<file path="config.mk">
export PLATFORM = sky130hd
export DESIGN_NAME = fe_op_ctrl
export DESIGN_NICKNAME = d
export VERILOG_FILES = /design/src/rtl/fe_op_ctrl.v /design/src/rtl/fe_page_buf.v
export VERILOG_INCLUDE_DIRS = /design/src /design/src/rtl
export SDC_FILE = /design/constraint.sdc
export NUM_CORES = 1
export LEC_CHECK = 0
export ABC_AREA = 1
export ABC_CLOCK_PERIOD_IN_PS = 4700
export BUFFER_PORTS_ARGS = -buffer_cell sky130_fd_sc_hd__buf_2
export CAP_MARGIN = 20
export CORE_AREA = 2 2 209 263
export CTS_BUF_LIST = sky130_fd_sc_hd__clkbuf_4
export DETAILED_ROUTE_END_ITERATION = 8
export DIE_AREA = 0 0 211 265
export GPL_ROUTABILITY_DRIVEN = 0
export PLACE_DENSITY_LB_ADDON = 0.08
export SLEW_MARGIN = 25
export SYNTH_ARGS = -nofsm -noshare
export SYNTH_HDL_FRONTEND = slang
export SYNTH_SLANG_ARGS = --single-unit
</file>
<file path="constraint.sdc">
create_clock -name clk -period 4.7 [get_ports clk]
set_input_delay 1.175 -clock clk [delete_from_list [all_inputs] [get_ports clk]]
set_output_delay 1.175 -clock clk [all_outputs]
set_load 0.02 [all_outputs]
</file>
<file path="src/rtl/fe_op_map.vh">
// Contract
// - start-program/erase and start-verify act only in program, erase or verify mode, targeting the indirect address.
// - every cell or page-buffer access uses the strobes made by this controller.
// - the indirect address drives the cells only during program, erase and verify operations.
// - the operation-done flag reads 0 while an operation runs and 1 once it has completed.
// - the start-verify bit self-clears one clock after a 1 is written.
// - writing 1 to the controller-reset bit resets the control logic and the bit returns after one clock; 0 does nothing.
// - the interrupt request flag reads 1 while pending and is raised when an operation completes.
// - the operation-done flag clears when an operation begins and sets when it ends.
// - verify advances the address by one per location; program and erase ignore the page-offset bits.
// - the address registers are write-only and read back the 24-bit checksum.
`ifndef FE_OP_MAP_VH
`define FE_OP_MAP_VH

// --------------------------------------------------------
// register indices, byte address is index times four
// --------------------------------------------------------
`define FE_IDX_MODE   8'hEA
`define FE_IDX_CTRL   8'hEB
`define FE_IDX_STAT   8'hEC
`define FE_IDX_ADRL   8'hF2
`define FE_IDX_ADRM   8'hF3
`define FE_IDX_ADRH   8'hF4
`define FE_IDX_DATA   8'hF5
`define FE_IDX_IRQST  8'hF8
`define FE_IDX_IRQMSK 8'hF9

// --------------------------------------------------------
// reset values
// --------------------------------------------------------
`define FE_MODE_RST   8'h00
`define FE_CTRL_RST   8'h03
`define FE_STAT_RST   8'h80

// --------------------------------------------------------
// mode register bits
// --------------------------------------------------------
`define FE_M_PGM      5
`define FE_M_ERASE    4
`define FE_M_PBSEL    3
`define FE_M_VFY      1
`define FE_M_EN       0

// --------------------------------------------------------
// control register bits
// --------------------------------------------------------
`define FE_C_BULKF    7
`define FE_C_BULKD    6
`define FE_C_EXIT1    5
`define FE_C_EXIT0    4
`define FE_C_START    3
`define FE_C_VERIFY   2
`define FE_C_CRST     1
`define FE_C_PBRST    0

// --------------------------------------------------------
// status register bits and interrupt bits
// --------------------------------------------------------
`define FE_S_DONE     7
`define FE_S_VGOOD    6
`define FE_S_IRQ      3
`define FE_S_WRITE_MODE_FLAG    2
`define FE_S_ERASE_MODE_FLAG    1
`define FE_S_VERIFY_MODE_FLAG    0
`define FE_I_DONE     0
`define FE_I_VFAIL    1

// --------------------------------------------------------
// timing
// --------------------------------------------------------
`define FE_CLK_MHZ    50
`define FE_PE_TIME_US 2500

`endif

</file>
<file path="src/rtl/fe_op_ctrl.v">
// Register access over AHB-Lite is this design's own decision.
`timescale 1ns/10ps
`default_nettype none
`include "fe_op_map.vh"

module fe_op_ctrl #(
   parameter PAGE_AW   = 5,
   parameter PE_CYCLES = `FE_PE_TIME_US * `FE_CLK_MHZ
) (
   input  wire        clk,
   input  wire        srst,
   input  wire        hsel,
   input  wire [31:0] haddr,
   input  wire [1:0]  htrans,
   input  wire        hwrite,
   input  wire [2:0]  hsize,
   input  wire [31:0] hwdata,
   input  wire        hready,
   output reg         hreadyout,
   output reg         hresp,
   output reg  [31:0] hrdata,
   input  wire        progEnter,
   output reg         progModeActive,
   output reg  [23:0] memAddr,
   output reg         memWe,
   output reg         memRe,
   output reg         memErase,
   output reg         memBulkFlash,
   output reg         memBulkData,
   output reg  [7:0]  memWdata,
   input  wire [7:0]  memRdata,
   output reg         irq
);

   // --------------------------------------------------------
   // states
   // --------------------------------------------------------
   localparam [2:0] S_IDLE = 3'h0;
   localparam [2:0] S_CLR  = 3'h1;
   localparam [2:0] S_PRD  = 3'h2;
   localparam [2:0] S_PWR  = 3'h3;
   localparam [2:0] S_ERS  = 3'h4;
   localparam [2:0] S_WAIT = 3'h5;
   localparam [2:0] S_VRD  = 3'h6;
   localparam [2:0] S_VCMP = 3'h7;

   localparam [19:0]        PE_CNT   = PE_CYCLES[19:0];
   localparam [19:0]        BULK_CNT = {PE_CYCLES[18:0], 1'b0};
   localparam [PAGE_AW-1:0] IDX_LAST = {PAGE_AW{1'b1}};

   // --------------------------------------------------------
   // storage
   // --------------------------------------------------------
   reg  [7:0]         mode_q;
   reg  [7:0]         ctrl_q;
   reg                done_q;
   reg                vGood_q;
   reg  [1:0]         irqSt_q;
   reg  [1:0]         irqMsk_q;
   reg  [23:0]        addr_q;
   reg  [23:0]        csum_q;
   reg  [2:0]         state_q;
   reg  [PAGE_AW-1:0] idx_q;
   reg  [PAGE_AW-1:0] bufPtr_q;
   reg  [19:0]        cnt_q;
   reg                bulk_q;
   reg                vFail_q;
   reg                aWr_q;
   reg  [7:0]         aIdx_q;
   reg                crst_q;
   reg                clrReq_q;

   wire [7:0]         bufRd;
   wire [7:0]         wIdx;
   wire [7:0]         wd;
   wire               wr;
   wire               addrPh;
   wire               ctrlWr;
   wire               modeOk;
   wire               startPe;
   wire               startVfy;
   wire               finish;
   wire               bufWe;
   wire [PAGE_AW-1:0] bufWa;
   wire [7:0]         bufWd;
   wire [23:0]        pageAddr;
   wire [7:0]         expByte;

   // --------------------------------------------------------
   // helpers
   // --------------------------------------------------------
   function [7:0] pickByte;
      input [23:0] v;
      input [1:0]  sel;
      begin
         case (sel)
            2'h0:    pickByte = v[7:0];
            2'h1:    pickByte = v[15:8];
            2'h2:    pickByte = v[23:16];
            default: pickByte = 8'h00;
         endcase
      end
   endfunction

   // --------------------------------------------------------
   // bus decode
   // --------------------------------------------------------
   assign addrPh = hsel & htrans[1] & hready & (haddr[31:10] == 22'h000000);
   assign wr     = aWr_q;
   assign wIdx   = aIdx_q;
   assign wd     = hwdata[7:0];
   assign ctrlWr = wr & (wIdx == `FE_IDX_CTRL);

   assign modeOk   = progModeActive & mode_q[`FE_M_EN] &
                     (mode_q[`FE_M_PGM] | mode_q[`FE_M_ERASE]) & (state_q == S_IDLE) & ~crst_q;
   assign startPe  = ctrlWr & wd[`FE_C_START] & modeOk & ~mode_q[`FE_M_VFY];
   assign startVfy = ctrlWr & wd[`FE_C_VERIFY] & modeOk & mode_q[`FE_M_VFY];
   assign finish   = ((state_q == S_WAIT) & ((bulk_q ? BULK_CNT : PE_CNT) == cnt_q)) |
                     ((state_q == S_VCMP) & (idx_q == IDX_LAST));

   assign pageAddr = {addr_q[23:PAGE_AW], {PAGE_AW{1'b0}}};
   assign expByte  = mode_q[`FE_M_ERASE] ? 8'hFF : bufRd;

   assign bufWe = (state_q == S_CLR) |
                  (wr & (wIdx == `FE_IDX_DATA) & mode_q[`FE_M_PBSEL] & (state_q == S_IDLE));
   assign bufWa = (state_q == S_CLR) ? idx_q : bufPtr_q;
   assign bufWd = (state_q == S_CLR) ? 8'h00 : wd;

   fe_page_buf #(
      .AW (PAGE_AW),
      .DW (8)
   ) u_buf (
      .clk      (clk),
      .wrEn     (bufWe),
      .wrAddr   (bufWa),
      .wrData   (bufWd),
      .rdAddr   (idx_q),
      .rdData_q (bufRd)
   );

   // --------------------------------------------------------
   // bus slave
   // --------------------------------------------------------
   always @(posedge clk) begin
      if (srst) begin
         aWr_q     <= 1'b0;
         aIdx_q    <= 8'h00;
         hrdata    <= 32'h00000000;
         hreadyout <= 1'b0;
         hresp     <= 1'b0;
      end else begin
         hreadyout <= 1'b1;
         hresp     <= 1'b0;
         aWr_q     <= addrPh & hwrite;
         aIdx_q    <= haddr[9:2];
         if (addrPh & ~hwrite) begin
            case (haddr[9:2])
               `FE_IDX_MODE:   hrdata <= {24'h000000, mode_q};
               `FE_IDX_CTRL:   hrdata <= {24'h000000, ctrl_q};
               `FE_IDX_STAT:   hrdata <= {24'h000000, done_q, vGood_q, 2'b00, irqSt_q[`FE_I_DONE],
                                          mode_q[`FE_M_PGM] & ~mode_q[`FE_M_VFY],
                                          mode_q[`FE_M_ERASE] & ~mode_q[`FE_M_VFY], mode_q[`FE_M_VFY]};
               `FE_IDX_ADRL:   hrdata <= {24'h000000, pickByte(csum_q, 2'h0)};
               `FE_IDX_ADRM:   hrdata <= {24'h000000, pickByte(csum_q, 2'h1)};
               `FE_IDX_ADRH:   hrdata <= {24'h000000, pickByte(csum_q, 2'h2)};
               `FE_IDX_IRQST:  hrdata <= {30'h0000000, irqSt_q};
               `FE_IDX_IRQMSK: hrdata <= {30'h0000000, irqMsk_q};
               default:        hrdata <= 32'h00000000;
            endcase
         end
      end
   end

   // --------------------------------------------------------
   // software registers
   // --------------------------------------------------------
   always @(posedge clk) begin
      if (srst) begin
         mode_q         <= `FE_MODE_RST;
         ctrl_q         <= `FE_CTRL_RST;
         irqMsk_q       <= 2'b00;
         progModeActive <= 1'b0;
         crst_q         <= 1'b0;
         clrReq_q       <= 1'b0;
      end else begin
         ctrl_q[`FE_C_START]  <= 1'b0;
         ctrl_q[`FE_C_VERIFY] <= 1'b0;
         ctrl_q[`FE_C_EXIT1]  <= 1'b0;
         ctrl_q[`FE_C_EXIT0]  <= 1'b0;
         ctrl_q[`FE_C_CRST]   <= 1'b1;
         ctrl_q[`FE_C_PBRST]  <= 1'b1;
         crst_q               <= 1'b0;
         clrReq_q             <= 1'b0;
         if (progEnter) begin
            progModeActive <= 1'b1;
         end
         if (wr & (wIdx == `FE_IDX_MODE)) begin
            mode_q <= wd;
         end
         if (wr & (wIdx == `FE_IDX_IRQMSK)) begin
            irqMsk_q <= wd[1:0];
         end
         if (ctrlWr) begin
            ctrl_q <= wd;
            if (wd[`FE_C_EXIT1] & wd[`FE_C_EXIT0]) begin
               progModeActive <= 1'b0;
            end
            crst_q <= wd[`FE_C_CRST];
            clrReq_q <= ~wd[`FE_C_PBRST] & ~mode_q[`FE_M_PBSEL];
         end
      end
   end

   // --------------------------------------------------------
   // operation sequencer
   // --------------------------------------------------------
   always @(posedge clk) begin
      if (srst) begin
         state_q      <= S_IDLE;
         idx_q        <= {PAGE_AW{1'b0}};
         bufPtr_q     <= {PAGE_AW{1'b0}};
         cnt_q        <= 20'h00000;
         bulk_q       <= 1'b0;
         vFail_q      <= 1'b0;
         done_q       <= 1'b1;
         vGood_q      <= 1'b0;
         addr_q       <= 24'h000000;
         csum_q       <= 24'h000000;
         memAddr      <= 24'h000000;
         memWe        <= 1'b0;
         memRe        <= 1'b0;
         memErase     <= 1'b0;
         memBulkFlash <= 1'b0;
         memBulkData  <= 1'b0;
         memWdata     <= 8'h00;
      end else begin
         memWe    <= 1'b0;
         memRe    <= 1'b0;
         memErase <= 1'b0;
         if (wr & (wIdx == `FE_IDX_ADRL)) addr_q[7:0]   <= wd;
         if (wr & (wIdx == `FE_IDX_ADRM)) addr_q[15:8]  <= wd;
         if (wr & (wIdx == `FE_IDX_ADRH)) addr_q[23:16] <= wd;
         if (wr & (wIdx == `FE_IDX_STAT)) vGood_q <= wd[`FE_S_VGOOD];
         if (bufWe & (state_q == S_IDLE)) bufPtr_q <= bufPtr_q + 1'b1;
         if (ctrlWr & ~wd[`FE_C_PBRST] & mode_q[`FE_M_PBSEL]) begin
            csum_q <= 24'h000000;
         end
         case (state_q)
            S_IDLE: begin
               idx_q <= {PAGE_AW{1'b0}};
               cnt_q <= 20'h00000;
               if (clrReq_q) begin
                  bufPtr_q <= {PAGE_AW{1'b0}};
                  state_q  <= S_CLR;
               end else if (startPe) begin
                  done_q <= 1'b0;
                  bulk_q <= wd[`FE_C_BULKF] | wd[`FE_C_BULKD];
                  state_q <= mode_q[`FE_M_ERASE] ? S_ERS : S_PRD;
               end else if (startVfy) begin
                  done_q  <= 1'b0;
                  vFail_q <= 1'b0;
                  state_q <= S_VRD;
               end
            end
            S_CLR: begin
               idx_q <= idx_q + 1'b1;
               if (idx_q == IDX_LAST) state_q <= S_IDLE;
            end
            S_PRD: begin
               state_q <= S_PWR;
            end
            S_PWR: begin
               memAddr  <= pageAddr | {{(24-PAGE_AW){1'b0}}, idx_q};
               memWdata <= bufRd;
               memWe    <= 1'b1;
               idx_q    <= idx_q + 1'b1;
               state_q  <= (idx_q == IDX_LAST) ? S_WAIT : S_PRD;
            end
            S_ERS: begin
               memAddr      <= pageAddr;
               memErase     <= 1'b1;
               memBulkFlash <= bulk_q & ctrl_q[`FE_C_BULKF];
               memBulkData  <= bulk_q & ctrl_q[`FE_C_BULKD];
               state_q      <= S_WAIT;
            end
            S_WAIT: begin
               cnt_q <= cnt_q + 1'b1;
               if (finish) begin
                  done_q       <= 1'b1;
                  memBulkFlash <= 1'b0;
                  memBulkData  <= 1'b0;
                  state_q      <= S_IDLE;
               end
            end
            S_VRD: begin
               memAddr <= addr_q;
               memRe   <= 1'b1;
               state_q <= S_VCMP;
            end
            S_VCMP: begin
               if (~memRe) begin
                  csum_q <= csum_q + {16'h0000, memRdata};
                  if (memRdata != expByte) vFail_q <= 1'b1;
                  addr_q <= addr_q + 24'h000001;
                  idx_q  <= idx_q + 1'b1;
                  if (finish) begin
                     vGood_q <= ~vFail_q & (memRdata == expByte);
                     done_q  <= 1'b1;
                     state_q <= S_IDLE;
                  end else begin
                     state_q <= S_VRD;
                  end
               end
            end
            default: state_q <= S_IDLE;
         endcase
         if (crst_q) begin
            state_q      <= S_IDLE;
            done_q       <= 1'b1;
            memBulkFlash <= 1'b0;
            memBulkData  <= 1'b0;
            memWe        <= 1'b0;
            memRe        <= 1'b0;
            memErase     <= 1'b0;
         end
      end
   end

   // --------------------------------------------------------
   // interrupt status
   // --------------------------------------------------------
   always @(posedge clk) begin
      if (srst) begin
         irqSt_q <= 2'b00;
         irq     <= 1'b0;
      end else begin
         if (wr & (wIdx == `FE_IDX_IRQST)) begin
            irqSt_q <= irqSt_q & ~wd[1:0];
         end
         if (finish & ~crst_q & ~((state_q == S_VCMP) & memRe)) begin
            irqSt_q[`FE_I_DONE] <= 1'b1;
            if ((state_q == S_VCMP) & (vFail_q | (memRdata != expByte))) begin
               irqSt_q[`FE_I_VFAIL] <= 1'b1;
            end
         end
         irq <= |(irqSt_q & irqMsk_q);
      end
   end

endmodule
`default_nettype wire

</file>
<file path="src/rtl/fe_page_buf.v">
`timescale 1ns/10ps
`default_nettype none

module fe_page_buf #(
   parameter AW = 5,
   parameter DW = 8
) (
   input  wire          clk,
   input  wire          wrEn,
   input  wire [AW-1:0] wrAddr,
   input  wire [DW-1:0] wrData,
   input  wire [AW-1:0] rdAddr,
   output reg  [DW-1:0] rdData_q
);

   reg [DW-1:0] mem [0:(1<<AW)-1];

   // --------------------------------------------------------
   // write port and registered read port
   // --------------------------------------------------------
   always @(posedge clk) begin
      if (wrEn) begin
         mem[wrAddr] <= wrData;
      end
      rdData_q <= mem[rdAddr];
   end

endmodule
`default_nettype wire

</file>
Word level (Yosys, flattened, before mapping)
Memories as Yosys holds them, arrays and structs flattened. A register that Yosys moved wholly into a read port is not among the register bits.
Cells that the tools add are included.
- reductions and logical operators: 19
- eq/ne operators: 37
- bitwise gates (word level): 60
- add/sub/neg operators: 5
- muxes and demuxes: 60
- operator list (cell ; number):
    $eq A8 B8 Y1 const B ; 17
    $mux W24 ; 5
    $pmux W24 S3 ; 1
    $pmux W8 S8 ; 1
    $and A1 B1 Y1 ; 42
    $mux W8 ; 5
    $pmux W20 S2 ; 1
    $mux W3 ; 9
    $mux W5 ; 5
    $add A24 B1 Y24 const B ; 1
    $add A24 B8 Y24 ; 1
    $mux W1 ; 24
    $or A24 B5 Y24 ; 1
    $pmux W3 S8 ; 1
    $logic_not A22 Y1 ; 1
    $add A20 B1 Y20 const B ; 1
    $eq A18 B20 Y1 ; 1
    $mux W18 ; 1
    $pmux W5 S3 ; 1
    $eq A3 B3 Y1 const B ; 4
    $ne A2 B2 Y1 const B ; 6
    $add A5 B1 Y5 const B ; 2
    $not A1 Y1 ; 9
    $reduce_bool A3 Y1 ; 3
    21 further kinds ; 38
- bits in writable memories: 256
- bits of input ports: 83
- register bits: 188
- memories kept: 1
- memory list (memory ; depth ; bits a word ; rd ports ; clocked after memory_dff ; write ports ; line ; text):
    u_buf.mem ; 32 ; 8 ; 1 ; 1 ; 1 ; fe_page_buf.v:16 ; reg [DW-1:0] mem [0:(1<<AW)-1];

Depth between registers and ports, before layout
- word-level depth: 10
- mapped depth: 12
- depth with buffers taken out: 12

By module
From an unflattened synthesis, not the netlist that was laid out.
- cells, all modules: 2312
- area total of the unflattened synthesis: 19911.6 um^2
- modules (own cells, without submodules) (module ; times used ; seq. area each (um^2) ; area each (um^2) ; cells each):
    fe_page_buf ; 1 ; 7847.5 ; 10786.6 ; 922
    fe_op_ctrl ; 1 ; 3283.1 ; 9125.0 ; 1390

Least setup slack after synthesis
No wires, ideal clock.
- path kind: input to register
- start point: in memRdata[0]
- end point: reg csum_q[10]
- data arrival time: 2717 ps
- library setup time: 119 ps
- stages: 10
- path slack: 1864 ps
- path buffers: 0
- cell sequence: ha_1 inv_1 fa_1 nand3b_1 nand2_1 nand2_1 a21oi_2 nand2_1 o21ai_0 a21oi_1
- cells in the longest elaborated chain, start to end: 3
- ends and longest elaborated chain (what ; line ; text):
    start: declaration ; fe_op_ctrl.v:31 ; input wire [7:0] memRdata,
    $add A24 B8 Y24 ; fe_op_ctrl.v:302 ; csum_q <= csum_q + {16'h0000, memRdata};
    $mux W24 ; fe_op_ctrl.v:301 ; if (~memRe) begin
    $mux W24 ; fe_op_ctrl.v:248 ; case (state_q)
    end signal: assignment ; fe_op_ctrl.v:302 ;
    end: declaration ; fe_op_ctrl.v:61 ; reg [23:0] csum_q;
No other way between the ends.
A chain may end at the register's enable or synchronous reset.

Worst setup path in the final report
- start point: reg state_q[2]
- end point: mem u_buf.mem[22][7], enable pin
- cells in the longest elaborated chain, start to end: 5
- elaborated cells between the ends (all ways): 7
- those cells by class: eq/ne: 1; mux: 3; bitwise: 2; reduce/logical: 1
- ends and longest elaborated chain (what ; line ; text):
    start: declaration ; fe_op_ctrl.v:62 ; reg [2:0] state_q;
    start signal: assignment ; fe_op_ctrl.v:258 ; state_q <= mode_q[`FE_M_ERASE] ? S_ERS : S_PRD;
    start signal: assignment ; fe_op_ctrl.v:277 ; state_q <= (idx_q == IDX_LAST) ? S_WAIT : S_PRD;
    $logic_not A3 Y1 ; fe_op_ctrl.v:125 ; (wr & (wIdx == `FE_IDX_DATA) & mode_q[`FE_M_PBSEL] & (state_q == S_IDLE));
    $and A1 B1 Y1 ; fe_op_ctrl.v:125 ;
    $or A1 B1 Y1 ; fe_op_ctrl.v:124 ; assign bufWe = (state_q == S_CLR) |
    $mux W1 ; fe_page_buf.v:22 ; if (wrEn) begin
    $mux W1 (not written as such) ; fe_page_buf.v:23 ; mem[wrAddr] <= wrData;
    end: declaration ; fe_page_buf.v:16 ;
Parallel ways exist; a longest one is shown, timed or not.

==> PnR_summary.wiki <==
{| class="wikitable"
! Metric !! Value
|-
| Per-cell routed wire length || 19.3 microns
|-
| IO Pins || about 160
|-
| DRC violation count after routing || 0
|-
| Data arrival time of the critical path || around 3700 ps
|-
| Overall die height || 265 microns
|-
| Core footprint || between 50,000 and 60,000 sq um
|-
| DIE AREA || 55,900 sq um
|-
| Share of the yosys chip area belonging to registers || 0.567
|-
| Utilization of the core after routing || 0.414
|-
| Fraction of final layout cells sized beyond drive strength 1 || 0.149
|-
| Status || complete, no violations
|-
| Number of buffers inserted by hold repair at cts || 0
|-
| Clock tree from TritonCTS || done
|-
| PnR worst setup slack || between 1000 and 1500 ps
|-
| Slew at the pin with the worst max-slew slack || around 980 ps
|-
| Number of gates given a new drive strength after cts || 0
|-
| Netlist area before placement || between 15,000 and 20,000 sq um
|-
| Count of buffers from port buffering || 100
|-
| Critical Path Source Type || flop
|-
| Worst Hold Class || flop to flop
|-
| Pin count of the biggest net entering global routing || 83
|-
| Number of flip-flops and latches in the synthesized netlist || between 400 and 500
|-
| Area of the multi-input gates || 7280 sq um
|-
| Postcts setup bufs || 0
|-
| Cell area after layout || ~22,000 sq um
|-
| Via count || 16,109
|-
| Clock slew at reported path FFs || 70 ps
|-
| Placement-stage worst setup slack || ~1400 ps
|-
| Dpl cell area || about 21,000 sq um
|-
| Number of instances in the synthesized netlist || around 2,200
|-
| RSZ-0062 raised after global routing || no
|-
| Area growth from synthesis to layout || 12.6%
|-
| Number of fill cells || between 5,000 and 6,000
|-
| Net count, final || around 2,400
|-
| Global-route wire length before repair || 91.3 mm
|-
| Setup clock skew after layout || between 70 and 80 ps
|-
| Vias/cell || between 5 and 6
|-
| Number of violations of the max-capacitance limit || 0
|-
| Clock period minus worst slack || about 3200 ps
|-
| Maximum vdd drop || about 0.30 mV
|-
| Clock sink count || 428
|-
| Fmax || approximately 310 MHz
|-
| Worst Path Required || around 5100 ps
|-
| Drt first pass iters || 6
|-
| Number of synthesis warnings || 0
|-
| Worst Path Max Fanout || 18
|-
| Via count of the first global-routing pass || 15,737
|-
| Count of endpoints failing hold in the final timing report || 0
|-
| Clock latency on the worst-skew pair || slightly below 900 ps
|-
| Max-slew headroom at the worst pin || 0.343
|-
| Buffer cell driving the clock tree root || sky130_fd_sc_hd__clkbuf_4
|-
| Number of H-tree levels || 3
|-
| Worst setup path category || flop to flop
|-
| Cell leakage power || 8.23 nW
|-
| Final setup violating endpoints || 0
|-
| Global router's overall resource usage || 0.215
|-
| Endpoint kind of the worst setup timing path || flop
|-
| Number of enable flip-flop cells after synthesis || roughly 260
|-
| Portion of the clock cycle consumed by the worst path in the final layout || 0.687
|-
| Post-synthesis async set-or-reset flop share || 0
|-
| Routed WL || between 60 and 70 mm
|-
| Antenna violations before repair || 4
|-
| Initial core utilization || 0.368
|-
| Number of clock buffers inserted by TritonCTS || between 100 and 150
|-
| Die outline width || around 210 microns
|-
| ANT nets after route || 0
|-
| Areal power density over the cells || around 470 nW/um^2
|-
| Slew Viols, Final || 0
|-
| Detail Placement HPWL || between 30 and 40 mm
|-
| Remaining global-route overflow || 0
|-
| Synth cell types || 52
|-
| Maximum clock insertion buffer count || 3
|-
| 1st-iter DRT viols || about 1,100
|-
| Final-layout setup total negative slack || 0 ps
|-
| Area taken by flip-flops and latches || approximately 11,000 sq um
|-
| Number of placement rows || 95
|-
| Power consumption || approximately 10 mW
|-
| Average cell area after synthesis || ~8.9 sq um
|-
| Top flip-flop cell by instance count after synthesis || sky130_fd_sc_hd__edfxtp_1
|}
[cell families (layout without fill, tap and decap cells)]
family / count (synthesis) / in the layout / share of synthesized area
buffers and inverters: 307 / 505 / 0.0670
and+or+nand+nor: 938 / 938 / 0.204
xor gates and xnor gates: 18 / 18 / 0.00804
other: 1 / 28 / 0.000191
DFF: 428 / 428 / 0.567
adders and majority gates: 15 / 15 / 0.00995
AOI/OAI and AO/OA: 497 / 497 / 0.144
[report_power, final]
part / leakage (nW) / switching [mW] / internal, mW
combinational: 3.66 / 1.94 / 0.680
clock: 0.851 / 1.54 / 1.71
sequential: 3.71 / 0.249 / 4.35
total: 8.23 / 3.72 / 6.74
[stage by stage]
stage	cells	hold WS, ps
floorplan	2228	431
global placement	2912	449
detailed placement	2912	455
CTS	3105	449
global route	3108	488
finish	3108	462
[synth_stat cells (5+ instances only)]
cell type,count,share of area
sky130_fd_sc_hd__nand2_1,367,0.070
sky130_fd_sc_hd__nor2_1,333,0.064
sky130_fd_sc_hd__edfxtp_1,256,0.39
sky130_fd_sc_hd__o21ai_0,238,0.061
sky130_fd_sc_hd__dfxtp_1,172,0.18
sky130_fd_sc_hd__inv_1,169,0.032
sky130_fd_sc_hd__a21oi_1,136,0.035
sky130_fd_sc_hd__nand3_1,118,0.030
sky130_fd_sc_hd__clkbuf_1,63,0.012
sky130_fd_sc_hd__o221ai_1,52,0.023
sky130_fd_sc_hd__nor3_1,42,0.011
sky130_fd_sc_hd__nand4_1,33,0.011
sky130_fd_sc_hd__buf_4,31,0.012
sky130_fd_sc_hd__buf_2,19,0.0048
sky130_fd_sc_hd__inv_2,15,0.0029
sky130_fd_sc_hd__ha_1,14,0.0089
sky130_fd_sc_hd__xor2_1,14,0.0063
sky130_fd_sc_hd__o211ai_1,12,0.0046
sky130_fd_sc_hd__o21ai_1,12,0.0031
sky130_fd_sc_hd__a211oi_1,11,0.0042
sky130_fd_sc_hd__o22ai_1,8,0.0026
sky130_fd_sc_hd__a31oi_1,7,0.0022
sky130_fd_sc_hd__nor4_1,7,0.0022
sky130_fd_sc_hd__nand2_2,6,0.0019
sky130_fd_sc_hd__nand3b_1,6,0.0023
sky130_fd_sc_hd__nor2_2,6,0.0019
sky130_fd_sc_hd__nand3_2,5,0.0026
[placed cells by master (no fill, tap or decap), types with 4 or more instances in the layout]
master	netlist	final
sky130_fd_sc_hd__nor3_1	42	42
sky130_fd_sc_hd__a21oi_1	136	136
sky130_fd_sc_hd__edfxtp_1	256	256
sky130_fd_sc_hd__o221ai_1	52	52
sky130_fd_sc_hd__clkinv_1	4	19
sky130_fd_sc_hd__nand4_1	33	33
sky130_fd_sc_hd__o211ai_1	12	12
sky130_fd_sc_hd__buf_4	31	23
sky130_fd_sc_hd__xnor2_1	4	4
sky130_fd_sc_hd__a21o_1	4	4
sky130_fd_sc_hd__o21ai_0	238	238
sky130_fd_sc_hd__clkbuf_4	0	174
sky130_fd_sc_hd__conb_1	1	25
sky130_fd_sc_hd__nand3b_1	6	6
sky130_fd_sc_hd__nand2_2	6	6
sky130_fd_sc_hd__a211oi_1	11	11
sky130_fd_sc_hd__nor4_1	7	7
sky130_fd_sc_hd__nor2_2	6	14
sky130_fd_sc_hd__o22ai_1	8	8
sky130_fd_sc_hd__nand3_2	5	5
sky130_fd_sc_hd__nor2_1	333	325
sky130_fd_sc_hd__dfxtp_1	172	170
sky130_fd_sc_hd__o21ai_1	12	12
sky130_fd_sc_hd__ha_1	14	14
sky130_fd_sc_hd__nor3_2	4	4
sky130_fd_sc_hd__nand3_1	118	118
sky130_fd_sc_hd__xor2_1	14	14
sky130_fd_sc_hd__buf_2	19	100
sky130_fd_sc_hd__a22oi_1	4	4
sky130_fd_sc_hd__inv_1	169	168
sky130_fd_sc_hd__a31oi_1	7	7
sky130_fd_sc_hd__nand2_1	367	367
sky130_fd_sc_hd__inv_2	15	17
[layer usage]
metal,vias up,wire (microns),part of all wire,GRT usage
met2,445,30400,0.51,0.378
met3,118,2830,0.047,0.0360
met4,0,2390,0.040,0.106
met1,7636,24500,0.41,0.253
met5,-,0,0,0
li1,7910,-,-,-
[registers in the layout (all words and copies together), names as in the netlist, 20 cells and up]
register and cells:
addr_q 24, cnt_q 20, csum_q 24, memAddr 24
u_buf.mem 256
[path summary, 6_finish.rpt]
kind / from / endpoint / slack [ps] / depth (start not counted)
setup / recovery: state_q[2] / u_buf.mem[22][7] / 1470 / 7
hold / removal: vFail_q / vFail_q / 460 / 2
setup reg to reg: state_q[2] / u_buf.mem[22][7] / 1470 / 7
hold reg to reg: vFail_q / vFail_q / 460 / 2
[cell type report]
cell class,count,share of cell area
Multi-Input combinational cell,1493,0.330
Sequential cell,428,0.504
Tap cell,679,0.0385
Antenna cell,3,0.000340
Clock inverter,19,0.00465
Timing Repair Buffer,124,0.0314
Clock buffer,174,0.0591
Inverter,188,0.0320
[critical path, stage by stage (launching register included)]
cell and delay [ps]:
sky130_fd_sc_hd__dfxtp_1 430, sky130_fd_sc_hd__nor2_2 180, sky130_fd_sc_hd__nand2_2 280, sky130_fd_sc_hd__inv_2 290
sky130_fd_sc_hd__nand4_2 210, sky130_fd_sc_hd__nand2_1 260, sky130_fd_sc_hd__nand3_2 300, sky130_fd_sc_hd__nor2_1 840
(Power assumes the default switching activity.)
